File: src/kri_pkg.sv
// Constants for the key return and interrupt source controller.
// Assumes a 16-bit byte-addressed register space and a core that
// acknowledges one vector at a time.
package kri_pkg;
  // ==========================================================
  // Register map (byte addresses)
  localparam logic [15:0] EDGE_CTRL_ADDR = 16'hff90; // Key return edge control
  localparam logic [15:0] REQ_LO_ADDR = 16'hffe0; // Request flags 7..0
  localparam logic [15:0] REQ_HI_ADDR = 16'hffe1; // Request flags 10..8
  localparam logic [15:0] MASK_LO_ADDR = 16'hffe4; // Mask flags 7..0
  localparam logic [15:0] MASK_HI_ADDR = 16'hffe5; // Mask flags 10..8
  localparam logic [15:0] CTRL_ADDR = 16'hffe8; // Watchdog mode select
  // ==========================================================
  // Field positions and reset values
  localparam int EDGE_CAUSE_BIT = 7; // Reset-cause flag
  localparam int EDGE_SEL_BIT = 0; // Key five edge select
  localparam logic [7:0] EDGE_RESET = 8'h00; // Edge control after other resets
  localparam int NUM_MASKABLE = 11; // Two external, nine internal
  localparam int NUM_SOURCES = 13; // All sources counted
  localparam int HI_BITS = 3; // Flags held in the high byte
  localparam logic [10:0] MASK_RESET = 11'h7ff; // All masked
  localparam logic [10:0] REQ_RESET = 11'h000; // None pending
  // ==========================================================
  // Vector table addresses
  localparam logic [15:0] VEC_KEY_NMI = 16'h0002;
  localparam logic [15:0] VEC_WATCHDOG = 16'h0004;
  localparam logic [15:0] VEC_BASE = 16'h0004; // Maskable level 0 vector
  localparam logic [15:0] VEC_STEP = 16'h0002; // Vector spacing per level
  localparam logic [15:0] VEC_NONE = 16'h0000; // No request pending
endpackage

File: src/kri_ctrl.sv
// Key return detector and interrupt source unit.
// Assumes an Avalon-MM master with 16-bit byte addresses, 8-bit data,
// a core that acknowledges one request at a time, and pins that are
// asynchronous to clk.
//
// Local design decision: register access over Avalon-MM.
`timescale 1ns/100ps
// Overview of operation
// - Mode pin high: key edge raises NMI
// - Key zero falling edge detected alone
// - Keys one to four ORed, falling edge
// - Key five edge chosen by select bit
// - Mode low in stop: key edge resets
// - Mode low outside stop: NMI still
// - Cause bit marks key return reset
// - Key reset keeps select, sets cause
// - NMI unconditional, beats all maskable requests
// - Every request raises standby release
// - Maskable served by fixed priority zero first
// - Key NMI vector is 0002
// - Watchdog vector 0004, mode picks type
// - Pin edges priorities one, two
// - Timer requests priorities three to six
// - Serial requests priorities seven and eight
// - Low voltage nine, memory write ten
// - Thirteen sources, eleven maskable
// - Acknowledge clears matching request flag
// - Reset masks every maskable source
module kri_ctrl (
  // Clock and reset
  input wire logic clk,
  input wire logic sys_rst,
  input wire logic key_reset_seen, // High for the reset the key circuit made
  // Avalon-MM slave
  input wire logic [15:0] avs_address,
  input wire logic avs_read,
  input wire logic avs_write,
  input wire logic [7:0] avs_writedata,
  output logic [7:0] avs_readdata,
  output logic avs_waitrequest,
  // Key pins
  input wire logic key_return_mode_pin,
  input wire logic key_input_zero,
  input wire logic key_input_one,
  input wire logic key_input_two,
  input wire logic key_input_three,
  input wire logic key_input_four,
  input wire logic key_input_five,
  input wire logic stop_mode,
  // Maskable request pulses from peripherals
  input wire logic watchdog_overflow_request,
  input wire logic pin_edge_request_zero,
  input wire logic pin_edge_request_one,
  input wire logic timer_d_match_request,
  input wire logic timer0_channel0_request,
  input wire logic timer0_channel1_request,
  input wire logic timer5_match_request,
  input wire logic serial_receive_done_request,
  input wire logic serial_3wire_done_request,
  input wire logic serial_transmit_done_request,
  input wire logic low_voltage_detect_request,
  input wire logic nvm_write_done_request,
  // Core side
  input wire logic int_ack,
  input wire logic int_enable,
  output logic int_req,
  output logic [15:0] int_vector,
  output logic standby_release,
  output logic key_reset_out
);
  // ==========================================================
  // Key synchronisation
  logic [5:0] key_sync; // Synchronised keys
  logic [5:0] key_pins;
  logic [1:0] mode_sync; // Mode pin and stop level, synchronised
  logic [1:0] mode_pins;

  assign key_pins = {key_input_five, key_input_four, key_input_three,
                     key_input_two, key_input_one, key_input_zero};
  assign mode_pins = {stop_mode, key_return_mode_pin};

  // Key pins through two flops
  kri_sync #(.WIDTH(6)) u_key_sync (
    .clk(clk),
    .sys_rst(sys_rst),
    .async_in(key_pins),
    .sync_out(key_sync)
  );

  // Mode and stop levels through two flops
  kri_sync #(.WIDTH(2)) u_mode_sync (
    .clk(clk),
    .sys_rst(sys_rst),
    .async_in(mode_pins),
    .sync_out(mode_sync)
  );

  // ==========================================================
  // Edge detection state
  logic key0_prev_ff; // Key zero last level
  logic keyor_prev_ff; // OR of keys one to four, last level
  logic key5_prev_ff; // Key five last level
  logic nxt_key0_prev;
  logic nxt_keyor_prev;
  logic nxt_key5_prev;
  logic key_or; // Combined keys one to four
  logic key_edge; // One-cycle key return event
  logic edge_sel; // Key five edge select

  // Combine and compare with last levels
  always_comb begin
    key_or = |key_sync[4:1];
    nxt_key0_prev = key_sync[0];
    nxt_keyor_prev = key_or;
    nxt_key5_prev = key_sync[5];
    key_edge = (key0_prev_ff & ~key_sync[0])
             | (keyor_prev_ff & ~key_or)
             | (edge_sel ? (~key5_prev_ff & key_sync[5])
                         : (key5_prev_ff & ~key_sync[5]));
  end

  // Register last levels, idle high
  always_ff @(posedge clk) begin
    if (sys_rst) begin
      key0_prev_ff <= 1'b1;
      keyor_prev_ff <= 1'b1;
      key5_prev_ff <= 1'b1;
    end else begin
      key0_prev_ff <= nxt_key0_prev;
      keyor_prev_ff <= nxt_keyor_prev;
      key5_prev_ff <= nxt_key5_prev;
    end
  end

  // ==========================================================
  // Key return action: NMI or internal reset
  logic key_nmi_ff; // Pending key return NMI
  logic key_reset_ff; // Internal reset pulse
  logic nxt_key_nmi;
  logic nxt_key_reset;
  logic to_reset; // Event becomes a reset

  // Pick NMI or reset from mode pin and stop
  always_comb begin
    to_reset = key_edge & ~mode_sync[0] & mode_sync[1];
    nxt_key_reset = to_reset;
    nxt_key_nmi = key_nmi_ff;
    if (int_ack && key_nmi_ff) begin
      nxt_key_nmi = 1'b0; // Taken by core
    end
    if (key_edge && !to_reset) begin
      nxt_key_nmi = 1'b1;
    end
  end

  // Register action state
  always_ff @(posedge clk) begin
    if (sys_rst) begin
      key_nmi_ff <= 1'b0;
      key_reset_ff <= 1'b0;
    end else begin
      key_nmi_ff <= nxt_key_nmi;
      key_reset_ff <= nxt_key_reset;
    end
  end

  // ==========================================================
  // Edge control register and watchdog mode
  logic [7:0] edge_ctrl_ff; // Cause flag and edge select
  logic [7:0] nxt_edge_ctrl;
  logic wdt_nmi_mode_ff; // Watchdog overflow is non-maskable
  logic nxt_wdt_nmi_mode;
  logic wr_en; // Write accepted this cycle

  assign wr_en = avs_write & ~avs_waitrequest;
  assign edge_sel = edge_ctrl_ff[kri_pkg::EDGE_SEL_BIT];

  // Next edge control and mode
  always_comb begin
    nxt_edge_ctrl = edge_ctrl_ff;
    nxt_wdt_nmi_mode = wdt_nmi_mode_ff;
    if (wr_en && avs_address == kri_pkg::EDGE_CTRL_ADDR) begin
      nxt_edge_ctrl[kri_pkg::EDGE_SEL_BIT] = avs_writedata[kri_pkg::EDGE_SEL_BIT];
    end
    if (wr_en && avs_address == kri_pkg::CTRL_ADDR) begin
      nxt_wdt_nmi_mode = avs_writedata[0];
    end
  end

  // Key reset keeps select, other resets clear
  always_ff @(posedge clk) begin
    if (sys_rst) begin
      wdt_nmi_mode_ff <= 1'b0;
      if (key_reset_seen) begin
        edge_ctrl_ff <= kri_pkg::EDGE_RESET;
        edge_ctrl_ff[kri_pkg::EDGE_CAUSE_BIT] <= 1'b1;
        edge_ctrl_ff[kri_pkg::EDGE_SEL_BIT] <= edge_ctrl_ff[kri_pkg::EDGE_SEL_BIT];
      end else begin
        edge_ctrl_ff <= kri_pkg::EDGE_RESET;
      end
    end else begin
      edge_ctrl_ff <= nxt_edge_ctrl;
      wdt_nmi_mode_ff <= nxt_wdt_nmi_mode;
    end
  end

  // ==========================================================
  // Maskable request and mask flags
  logic [10:0] req_ff; // Request flags, level 0 at bit 0
  logic [10:0] mask_ff; // Mask flags, set means disabled
  logic [10:0] nxt_req;
  logic [10:0] nxt_mask;
  logic [10:0] raw_req; // Incoming request pulses by level
  logic [10:0] ack_clr; // Flag cleared by acknowledge
  logic [10:0] pending; // Unmasked pending
  logic wdt_nmi; // Watchdog overflow as NMI
  logic wdt_nmi_ff; // Pending watchdog NMI
  logic nxt_wdt_nmi;

  // Level order fixes priority and vector
  always_comb begin
    raw_req[0] = watchdog_overflow_request & ~wdt_nmi_mode_ff;
    raw_req[1] = pin_edge_request_zero;
    raw_req[2] = pin_edge_request_one;
    raw_req[3] = timer_d_match_request;
    raw_req[4] = timer0_channel0_request;
    raw_req[5] = timer0_channel1_request;
    raw_req[6] = timer5_match_request;
    raw_req[7] = serial_receive_done_request | serial_3wire_done_request;
    raw_req[8] = serial_transmit_done_request;
    raw_req[9] = low_voltage_detect_request;
    raw_req[10] = nvm_write_done_request;
    wdt_nmi = watchdog_overflow_request & wdt_nmi_mode_ff;
  end

  // ==========================================================
  // Priority selection
  logic any_nmi; // Key or watchdog NMI pending
  logic [3:0] win_level; // Winning maskable level
  logic win_valid; // Some maskable request eligible
  logic [15:0] nxt_vector;
  logic nxt_int_req;

  // Lowest level wins; NMI bypasses masks and enable
  always_comb begin
    pending = req_ff & ~mask_ff;
    win_valid = 1'b0;
    win_level = 4'h0;
    for (int i = kri_pkg::NUM_MASKABLE - 1; i >= 0; i--) begin
      if (pending[i]) begin
        win_valid = 1'b1;
        win_level = 4'(i);
      end
    end
    any_nmi = key_nmi_ff | wdt_nmi_ff;
    nxt_int_req = any_nmi | (win_valid & int_enable);
    if (key_nmi_ff) begin
      nxt_vector = kri_pkg::VEC_KEY_NMI;
    end else if (wdt_nmi_ff) begin
      nxt_vector = kri_pkg::VEC_WATCHDOG;
    end else if (win_valid && int_enable) begin
      nxt_vector = kri_pkg::VEC_BASE + kri_pkg::VEC_STEP * 16'(win_level);
    end else begin
      nxt_vector = kri_pkg::VEC_NONE;
    end
  end

  // Flag updates: set wins over clear
  always_comb begin
    ack_clr = '0;
    if (int_ack && !any_nmi && win_valid) begin
      ack_clr[win_level] = 1'b1;
    end
    nxt_req = (req_ff & ~ack_clr) | raw_req;
    nxt_mask = mask_ff;
    nxt_wdt_nmi = wdt_nmi_ff;
    if (int_ack && !key_nmi_ff && wdt_nmi_ff) begin
      nxt_wdt_nmi = 1'b0;
    end
    if (wdt_nmi) begin
      nxt_wdt_nmi = 1'b1;
    end
    if (wr_en) begin
      unique case (avs_address)
        kri_pkg::REQ_LO_ADDR: nxt_req[7:0] = avs_writedata | raw_req[7:0];
        kri_pkg::REQ_HI_ADDR: nxt_req[10:8] = avs_writedata[2:0] | raw_req[10:8];
        kri_pkg::MASK_LO_ADDR: nxt_mask[7:0] = avs_writedata;
        kri_pkg::MASK_HI_ADDR: nxt_mask[10:8] = avs_writedata[2:0];
        default: begin
          nxt_mask = mask_ff; // Other addresses leave flags
        end
      endcase
    end
  end

  // Register flags and core outputs
  always_ff @(posedge clk) begin
    if (sys_rst) begin
      req_ff <= kri_pkg::REQ_RESET;
      mask_ff <= kri_pkg::MASK_RESET;
      wdt_nmi_ff <= 1'b0;
      int_req <= 1'b0;
      int_vector <= kri_pkg::VEC_NONE;
      standby_release <= 1'b0;
      key_reset_out <= 1'b0;
    end else begin
      req_ff <= nxt_req;
      mask_ff <= nxt_mask;
      wdt_nmi_ff <= nxt_wdt_nmi;
      int_req <= nxt_int_req;
      int_vector <= nxt_vector;
      // Same state as int_req, so an offer never outlives its standby release
      standby_release <= (|req_ff) | any_nmi;
      key_reset_out <= key_reset_ff;
    end
  end

  // ==========================================================
  // Bus read path: one wait cycle per access
  logic wait_ff; // Low in the answer cycle
  logic nxt_wait;
  logic [7:0] nxt_rdata;

  // Decode read data and waitrequest
  always_comb begin
    nxt_wait = ~((avs_read | avs_write) & avs_waitrequest);
    nxt_rdata = 8'h00;
    unique case (avs_address)
      kri_pkg::EDGE_CTRL_ADDR: nxt_rdata = edge_ctrl_ff;
      kri_pkg::REQ_LO_ADDR: nxt_rdata = req_ff[7:0];
      kri_pkg::REQ_HI_ADDR: nxt_rdata = {5'h00, req_ff[10:8]};
      kri_pkg::MASK_LO_ADDR: nxt_rdata = mask_ff[7:0];
      kri_pkg::MASK_HI_ADDR: nxt_rdata = {5'h00, mask_ff[10:8]};
      kri_pkg::CTRL_ADDR: nxt_rdata = {7'h00, wdt_nmi_mode_ff};
      default: nxt_rdata = 8'h00; // Unmapped reads zero
    endcase
  end

  // Register bus outputs
  always_ff @(posedge clk) begin
    if (sys_rst) begin
      wait_ff <= 1'b1;
      avs_readdata <= 8'h00;
    end else begin
      wait_ff <= nxt_wait;
      avs_readdata <= nxt_rdata;
    end
  end

  assign avs_waitrequest = wait_ff;
endmodule

File: src/kri_sync.sv
// Two-flop synchroniser bank for asynchronous pin inputs.
// Assumes the inputs are static relative to clk for two edges.
`timescale 1ns/100ps
module kri_sync #(
  parameter int WIDTH = 6
) (
  // Clock and reset
  input wire logic clk,
  input wire logic sys_rst,
  // Pin side
  input wire logic [WIDTH-1:0] async_in,
  // Synchronised side
  output logic [WIDTH-1:0] sync_out
);
  // ==========================================================
  // Synchroniser flops
  logic [WIDTH-1:0] meta_ff; // First stage, read only by second
  logic [WIDTH-1:0] sync_ff; // Second stage
  logic [WIDTH-1:0] nxt_meta;
  logic [WIDTH-1:0] nxt_sync;

  // Next values, idle high like released keys
  always_comb begin
    nxt_meta = async_in;
    nxt_sync = meta_ff;
  end

  // Register both stages
  always_ff @(posedge clk) begin
    if (sys_rst) begin
      meta_ff <= '1;
      sync_ff <= '1;
    end else begin
      meta_ff <= nxt_meta;
      sync_ff <= nxt_sync;
    end
  end

  assign sync_out = sync_ff;
endmodule

File: config.mk
export PLATFORM = sky130hd
export DESIGN_NAME = kri_ctrl
export DESIGN_NICKNAME = d
export VERILOG_FILES = /design/src/kri_pkg.sv /design/src/kri_ctrl.sv /design/src/kri_sync.sv
export SDC_FILE = /design/constraint.sdc
export NUM_CORES = 1
export LEC_CHECK = 0
export ABC_AREA = 1
export BUFFER_PORTS_ARGS = -buffer_cell sky130_fd_sc_hd__buf_2
export CAP_MARGIN = 20
export CORE_ASPECT_RATIO = 1.2
export CORE_MARGIN = 2
export CORE_UTILIZATION = 53
export CTS_CLUSTER_SIZE = 20
export DETAILED_ROUTE_END_ITERATION = 6
export GPL_TIMING_DRIVEN = 0
export MAX_ROUTING_LAYER = met4
export PLACE_DENSITY_LB_ADDON = 0.2
export SYNTH_ARGS = -nofsm -noshare
export SYNTH_HDL_FRONTEND = slang
export SYNTH_SLANG_ARGS = --single-unit
File: constraint.sdc
create_clock -name clk -period 1.7 [get_ports clk]
set_input_delay 0.17 -clock clk [delete_from_list [all_inputs] [get_ports clk]]
set_output_delay 0.17 -clock clk [all_outputs]
set_load 0.03 [all_outputs]
==> results_tabular.tex <==
\begin{tabular}{lr}
\hline
Metric & Value \\
\hline
\multicolumn{2}{l}{\textbf{Logic synthesis}} \\
\quad Number of enable-type register cells in the synthesized netlist & 2 \\
\quad Number of warnings issued by yosys & 0 \\
\quad Post-Syn Instances & 401 \\
\quad Syn Std Cell Area & 3060 um2 \\
\quad Cell with the most instances after synthesis & sky130\_fd\_sc\_hd\_\_nand2\_1 \\
\quad Proportion of netlist area held by the largest area contributor & 40.6\% \\
\quad Synth cell count leaders & sky130\_fd\_sc\_hd\_\_nand2\_1, sky130\_fd\_sc\_hd\_\_dfxtp\_1, sky130\_fd\_sc\_hd\_\_inv\_1 \\
\quad Top FF cell, synth & sky130\_fd\_sc\_hd\_\_dfxtp\_1 \\
\quad Largest area contributor in the synthesized netlist & sky130\_fd\_sc\_hd\_\_dfxtp\_1 \\
\quad Top cells by area, synth & sky130\_fd\_sc\_hd\_\_dfxtp\_1, sky130\_fd\_sc\_hd\_\_nand2\_1, sky130\_fd\_sc\_hd\_\_inv\_1, sky130\_fd\_sc\_hd\_\_nor2\_1, sky130\_fd\_sc\_hd\_\_or2\_2 \\
\quad Fraction of synthesis flops using an asynchronous set or reset pin & 0\% \\
\quad Register area share after synthesis & 42.5\% \\
\quad Average instance area after synthesis & 7.63 um2 \\
\quad Post-synthesis cell type count & 42 \\
\quad Count of state elements after synthesis & 64 \\
\multicolumn{2}{l}{\textbf{Critical path}} \\
\quad Number of buffer and inverter stages on the critical path & 3 \\
\quad Highest net fanout along the worst path & 8 \\
\quad Critical path required time & 1.93 ns \\
\quad Crit path arrival time & 1.82 ns \\
\quad Critical-path cell with the highest stage delay & sky130\_fd\_sc\_hd\_\_dfxtp\_1 \\
\quad Sort of element at the end of the critical path & flop \\
\quad Worst Reg2Reg Path Length in Cells & 11 \\
\quad Start of the worst register-to-register path & req\_ff[10]\$\_SDFF\_PP0\_ \\
\quad Crit-path cells & inv\_1 -> nor2\_4 -> inv\_1 -> o21ai\_1 -> nand2\_1 -> nand2\_1 -> nand2\_4 -> inv\_4 -> ha\_1 -> xor2\_1 -> nor2\_1 \\
\quad Largest delay contributor family on the critical path & simple AND/OR/NAND/NOR gates \\
\quad Critical path class & flop to flop \\
\quad Max stage delay on crit path & 0.35 ns \\
\quad Sort of element at the start of the critical path & flop \\
\quad Capture instance of the worst register-to-register path & int\_vector[4]\$\_SDFF\_PP0\_ \\
\quad Reg-to-reg setup timing slack & 0.11 ns \\
\multicolumn{2}{l}{\textbf{Layout}} \\
\quad Number of nets in the layout & 546 \\
\quad Number of antenna cells inserted & 0 \\
\quad Core utilization of the finished layout & 67.2\% \\
\quad Area growth, synth to finish & 23.7\% \\
\quad Fraction of final layout cells with drive strength greater than 1 & 32.3\% \\
\multicolumn{2}{l}{\textbf{Clocking}} \\
\quad Maximum clock path buffer count & 2 \\
\quad Clock Tree Root & sky130\_fd\_sc\_hd\_\_clkbuf\_8 \\
\quad Number of clock sinks seen by CTS & 64 \\
\quad Number of levels in the clock H-tree & 3 \\
\quad CTS clk-pin slew, worst paths & 0.07 ns \\
\quad Inserted Clock Buffers & 9 \\
\quad TritonCTS clock tree & yes \\
\quad Clock network latency to the later pin of the worst-skew pair & 0.34 ns \\
\multicolumn{2}{l}{\textbf{Floorplan}} \\
\quad Num rows & 30 \\
\quad Core region area & 5630 um2 \\
\quad Die Span Y & 87.2 um \\
\quad Die Width & 73.4 um \\
\quad Die ar. & 6400 um2 \\
\quad Number of placed I/O pins & 79 \\
\quad Initial core utilization & 54.3\% \\
\multicolumn{2}{l}{\textbf{GRT}} \\
\quad GRT Util Overall & 24.6\% \\
\quad Vias in the first global route & 2559 \\
\quad Initial antenna violation count & 0 \\
\quad Final global-route overflow total & 0 \\
\quad Wire length of the first global-routing pass & 11.7 mm \\
\quad Maximum number of pins on one net before global-route repair & 12 \\
\multicolumn{2}{l}{\textbf{STA}} \\
\quad Final-report hold violation count & 0 \\
\quad Max-slew headroom & 63.3\% \\
\quad Accumulated negative setup slack & 0 ns \\
\quad Worst slew pin tran & 0.551 ns \\
\quad Final setup violation count & 0 \\
\quad Final Slew Violations & 0 \\
\quad Top achievable clock speed & 630 MHz \\
\quad Worst setup skew after layout & 0.00739 ns \\
\quad Period utilization & 93.4\% \\
\quad Final worst-path setup slack & 0.113 ns \\
\quad Unrepaired setup endpoints after global routing & false \\
\quad Final hold slack & 0.0112 ns \\
\quad Period minus WS final & 1.59 ns \\
\multicolumn{2}{l}{\textbf{Detailed routing}} \\
\quad Vias after detailed routing & 2827 \\
\quad First-iteration detailed-routing DRC count & 165 \\
\quad Residual DRC count & 0 \\
\quad Final ANT Viol Nets & 0 \\
\quad Initial DRT Pass Iterations & 4 \\
\quad Routed wire length per instance & 12.9 um \\
\quad Routed Wire Length & 7.28 mm \\
\quad Mean number of vias per cell & 5.02 \\
\multicolumn{2}{l}{\textbf{Power and ir drop}} \\
\quad Relative contribution of the clock network to total power & 41.1\% \\
\quad Share of total power in sequential cells & 49.4\% \\
\quad Gate power share & 9.5\% \\
\quad Switching share of power & 25.3\% \\
\quad Cell-internal power & 2.40 mW \\
\quad Peak supply drop & 640 uV \\
\quad Pwr Density & 849 nW/um2 \\
\quad Sum of internal, switching and leakage power & 3.21 mW \\
\quad Power dissipated by switching net loads & 0.811 mW \\
\quad Total leakage power & 1.85 nW \\
\multicolumn{2}{l}{\textbf{Placement}} \\
\quad Routability Congestion & 0.937 \\
\quad Pre-CTS worst setup slack & 0.0331 ns \\
\quad Count of port buffers added during placement & 67 \\
\quad HPWL Detailed & 5.45 mm \\
\multicolumn{2}{l}{\textbf{Worst hold path}} \\
\quad Hold wc startpoint & key\_input\_two \\
\quad Count of cells along the worst hold path & 2 \\
\quad Hold worst-path end & u\_key\_sync.meta\_ff[2]\$\_SDFF\_PP1\_ \\
\quad Min-Delay Path Class & input pin to flop \\
\multicolumn{2}{l}{\textbf{Job}} \\
\quad Max\_cap viols & 0 \\
\multicolumn{2}{l}{\textbf{Outcome}} \\
\quad Run status & completed \\
\hline
\end{tabular}
## metrics by stage
| step | cell area [um2] | std cells |
|---|---|---|
| 6_report | 3780 | 563 |
| 2_1_floorplan | 3100 | 412 |
| 5_1_grt | 3780 | 563 |
| 3_5_place_dp | 3520 | 543 |
| 3_3_place_gp | 3520 | 543 |
| 4_1_cts | 3710 | 559 |
## worst register-to-register path, delay by kind of cell, from the launching register on
family	cells	cell delay (ns)
AOI/OAI and AO/OA	1	0.12
DFF	1	0.35
and+or+nand+nor	5	0.43
xor gates and xnor gates	1	0.17
adders and majority gates	1	0.17
buffers and inverters	3	0.25
## cells by family after synthesis
| group | count (synthesis) | share of synthesized area [%] |
|---|---|---|
| buf+inv | 78 | 11.5 |
| fa+ha+maj | 1 | 0.409 |
| other cells | 1 | 0.123 |
| flops | 64 | 42.5 |
| compound gates | 58 | 12.8 |
| simple gates | 198 | 32.4 |
| xor+xnor | 1 | 0.286 |
## power by group through the flow
stage	Clock [mW]	Combinational (mW)	Sequential, mW
floorplan	0	0.175	1.62
global placement	0	0.293	1.62
detailed placement	0	0.297	1.62
CTS	1.33	0.298	1.59
global route	1.40	0.335	1.59
finish	1.32	0.305	1.59
## sequential cells by signal, summed over array words and instances, names as in the netlist, 2 cells and up
| name | cells |
|---|---|
| u_mode_sync.sync_out | 2 |
| avs_readdata | 8 |
| int_vector | 5 |
| edge_ctrl_ff | 2 |
| u_key_sync.sync_out | 6 |
| u_key_sync.meta_ff | 6 |
| u_mode_sync.meta_ff | 2 |
| req_ff | 11 |
| mask_ff | 11 |
## layout make-up
| type | count | area [um2] |
|---|---|---|
| clock inverter | 4 | 53.8 |
| inverter | 60 | 230 |
| buffer | 18 | 124 |
| multi-input combinational | 270 | 1470 |
| fill | 504 | 1850 |
| tap | 64 | 80.1 |
| timing repair buffer | 71 | 373 |
| sequential | 64 | 1310 |
| clock buffer | 12 | 145 |
## worst max-delay path by stage
stage / from / cells past startpoint / slack, ns / end
after CTS: req_ff[10]$_SDFF_PP0_ / 11 / 0.008 / int_vector[4]$_SDFF_PP0_
final: req_ff[10]$_SDFF_PP0_ / 11 / 0.11 / int_vector[4]$_SDFF_PP0_
after floorplan: req_ff[10]$_SDFF_PP0_ / 11 / 0.29 / int_vector[4]$_SDFF_PP0_
after detailed placement: req_ff[10]$_SDFF_PP0_ / 11 / 0.03 / int_vector[4]$_SDFF_PP0_
after global routing: req_ff[10]$_SDFF_PP0_ / 11 / 0.008 / int_vector[4]$_SDFF_PP0_
after global placement: req_ff[10]$_SDFF_PP0_ / 11 / 0.06 / int_vector[4]$_SDFF_PP0_
## what timing repair did
| item | 4_1_cts | 5_1_grt |
|---|---|---|
| setup buffers | 0 | 1 |
| hold endpoints to repair | 0 | 3 |
| endpoints found under the setup margin | 0 | 7 |
| resized for setup | 0 | 9 |
| hold buffers | 0 | 3 |
## layout by cell type, fill, tap and decap left out, types with 2 or more instances in the layout
cell,count
sky130_fd_sc_hd__nand3_1,19
sky130_fd_sc_hd__a21oi_2,4
sky130_fd_sc_hd__inv_2,9
sky130_fd_sc_hd__dlygate4sd3_1,3
sky130_fd_sc_hd__clkbuf_1,5
sky130_fd_sc_hd__buf_6,2
sky130_fd_sc_hd__buf_1,2
sky130_fd_sc_hd__o211ai_1,13
sky130_fd_sc_hd__a21oi_1,18
sky130_fd_sc_hd__buf_2,67
sky130_fd_sc_hd__o21ai_1,2
sky130_fd_sc_hd__o31ai_1,5
sky130_fd_sc_hd__inv_4,2
sky130_fd_sc_hd__o21ai_0,6
sky130_fd_sc_hd__or2_2,16
sky130_fd_sc_hd__edfxtp_1,2
sky130_fd_sc_hd__nor2_2,4
sky130_fd_sc_hd__dfxtp_2,3
sky130_fd_sc_hd__nor3_2,2
sky130_fd_sc_hd__nor2_1,33
sky130_fd_sc_hd__clkbuf_8,10
sky130_fd_sc_hd__buf_4,12
sky130_fd_sc_hd__nand2_4,2
sky130_fd_sc_hd__conb_1,12
sky130_fd_sc_hd__o21bai_2,2
sky130_fd_sc_hd__nand2_2,8
sky130_fd_sc_hd__inv_1,49
sky130_fd_sc_hd__nand4_1,7
sky130_fd_sc_hd__nand2_1,86
sky130_fd_sc_hd__nor3_1,6
sky130_fd_sc_hd__nor4_1,3
sky130_fd_sc_hd__dfxtp_1,59
sky130_fd_sc_hd__a21o_1,2
sky130_fd_sc_hd__nor2_4,6
sky130_fd_sc_hd__nor3_4,2
sky130_fd_sc_hd__clkinvlp_4,2
## routing by layer
| metal | vias up | global-route usage [%] | part of all wire (%) |
|---|---|---|---|
| met5 | - | - | 0 |
| met3 | 16 | 5.44 | 6.1 |
| met2 | 96 | 39.6 | 48 |
| li1 | 1455 | - | - |
| met1 | 1260 | 30.0 | 44 |
| met4 | 0 | 9.59 | 1.8 |
Power figures use the tool's default switching activity.
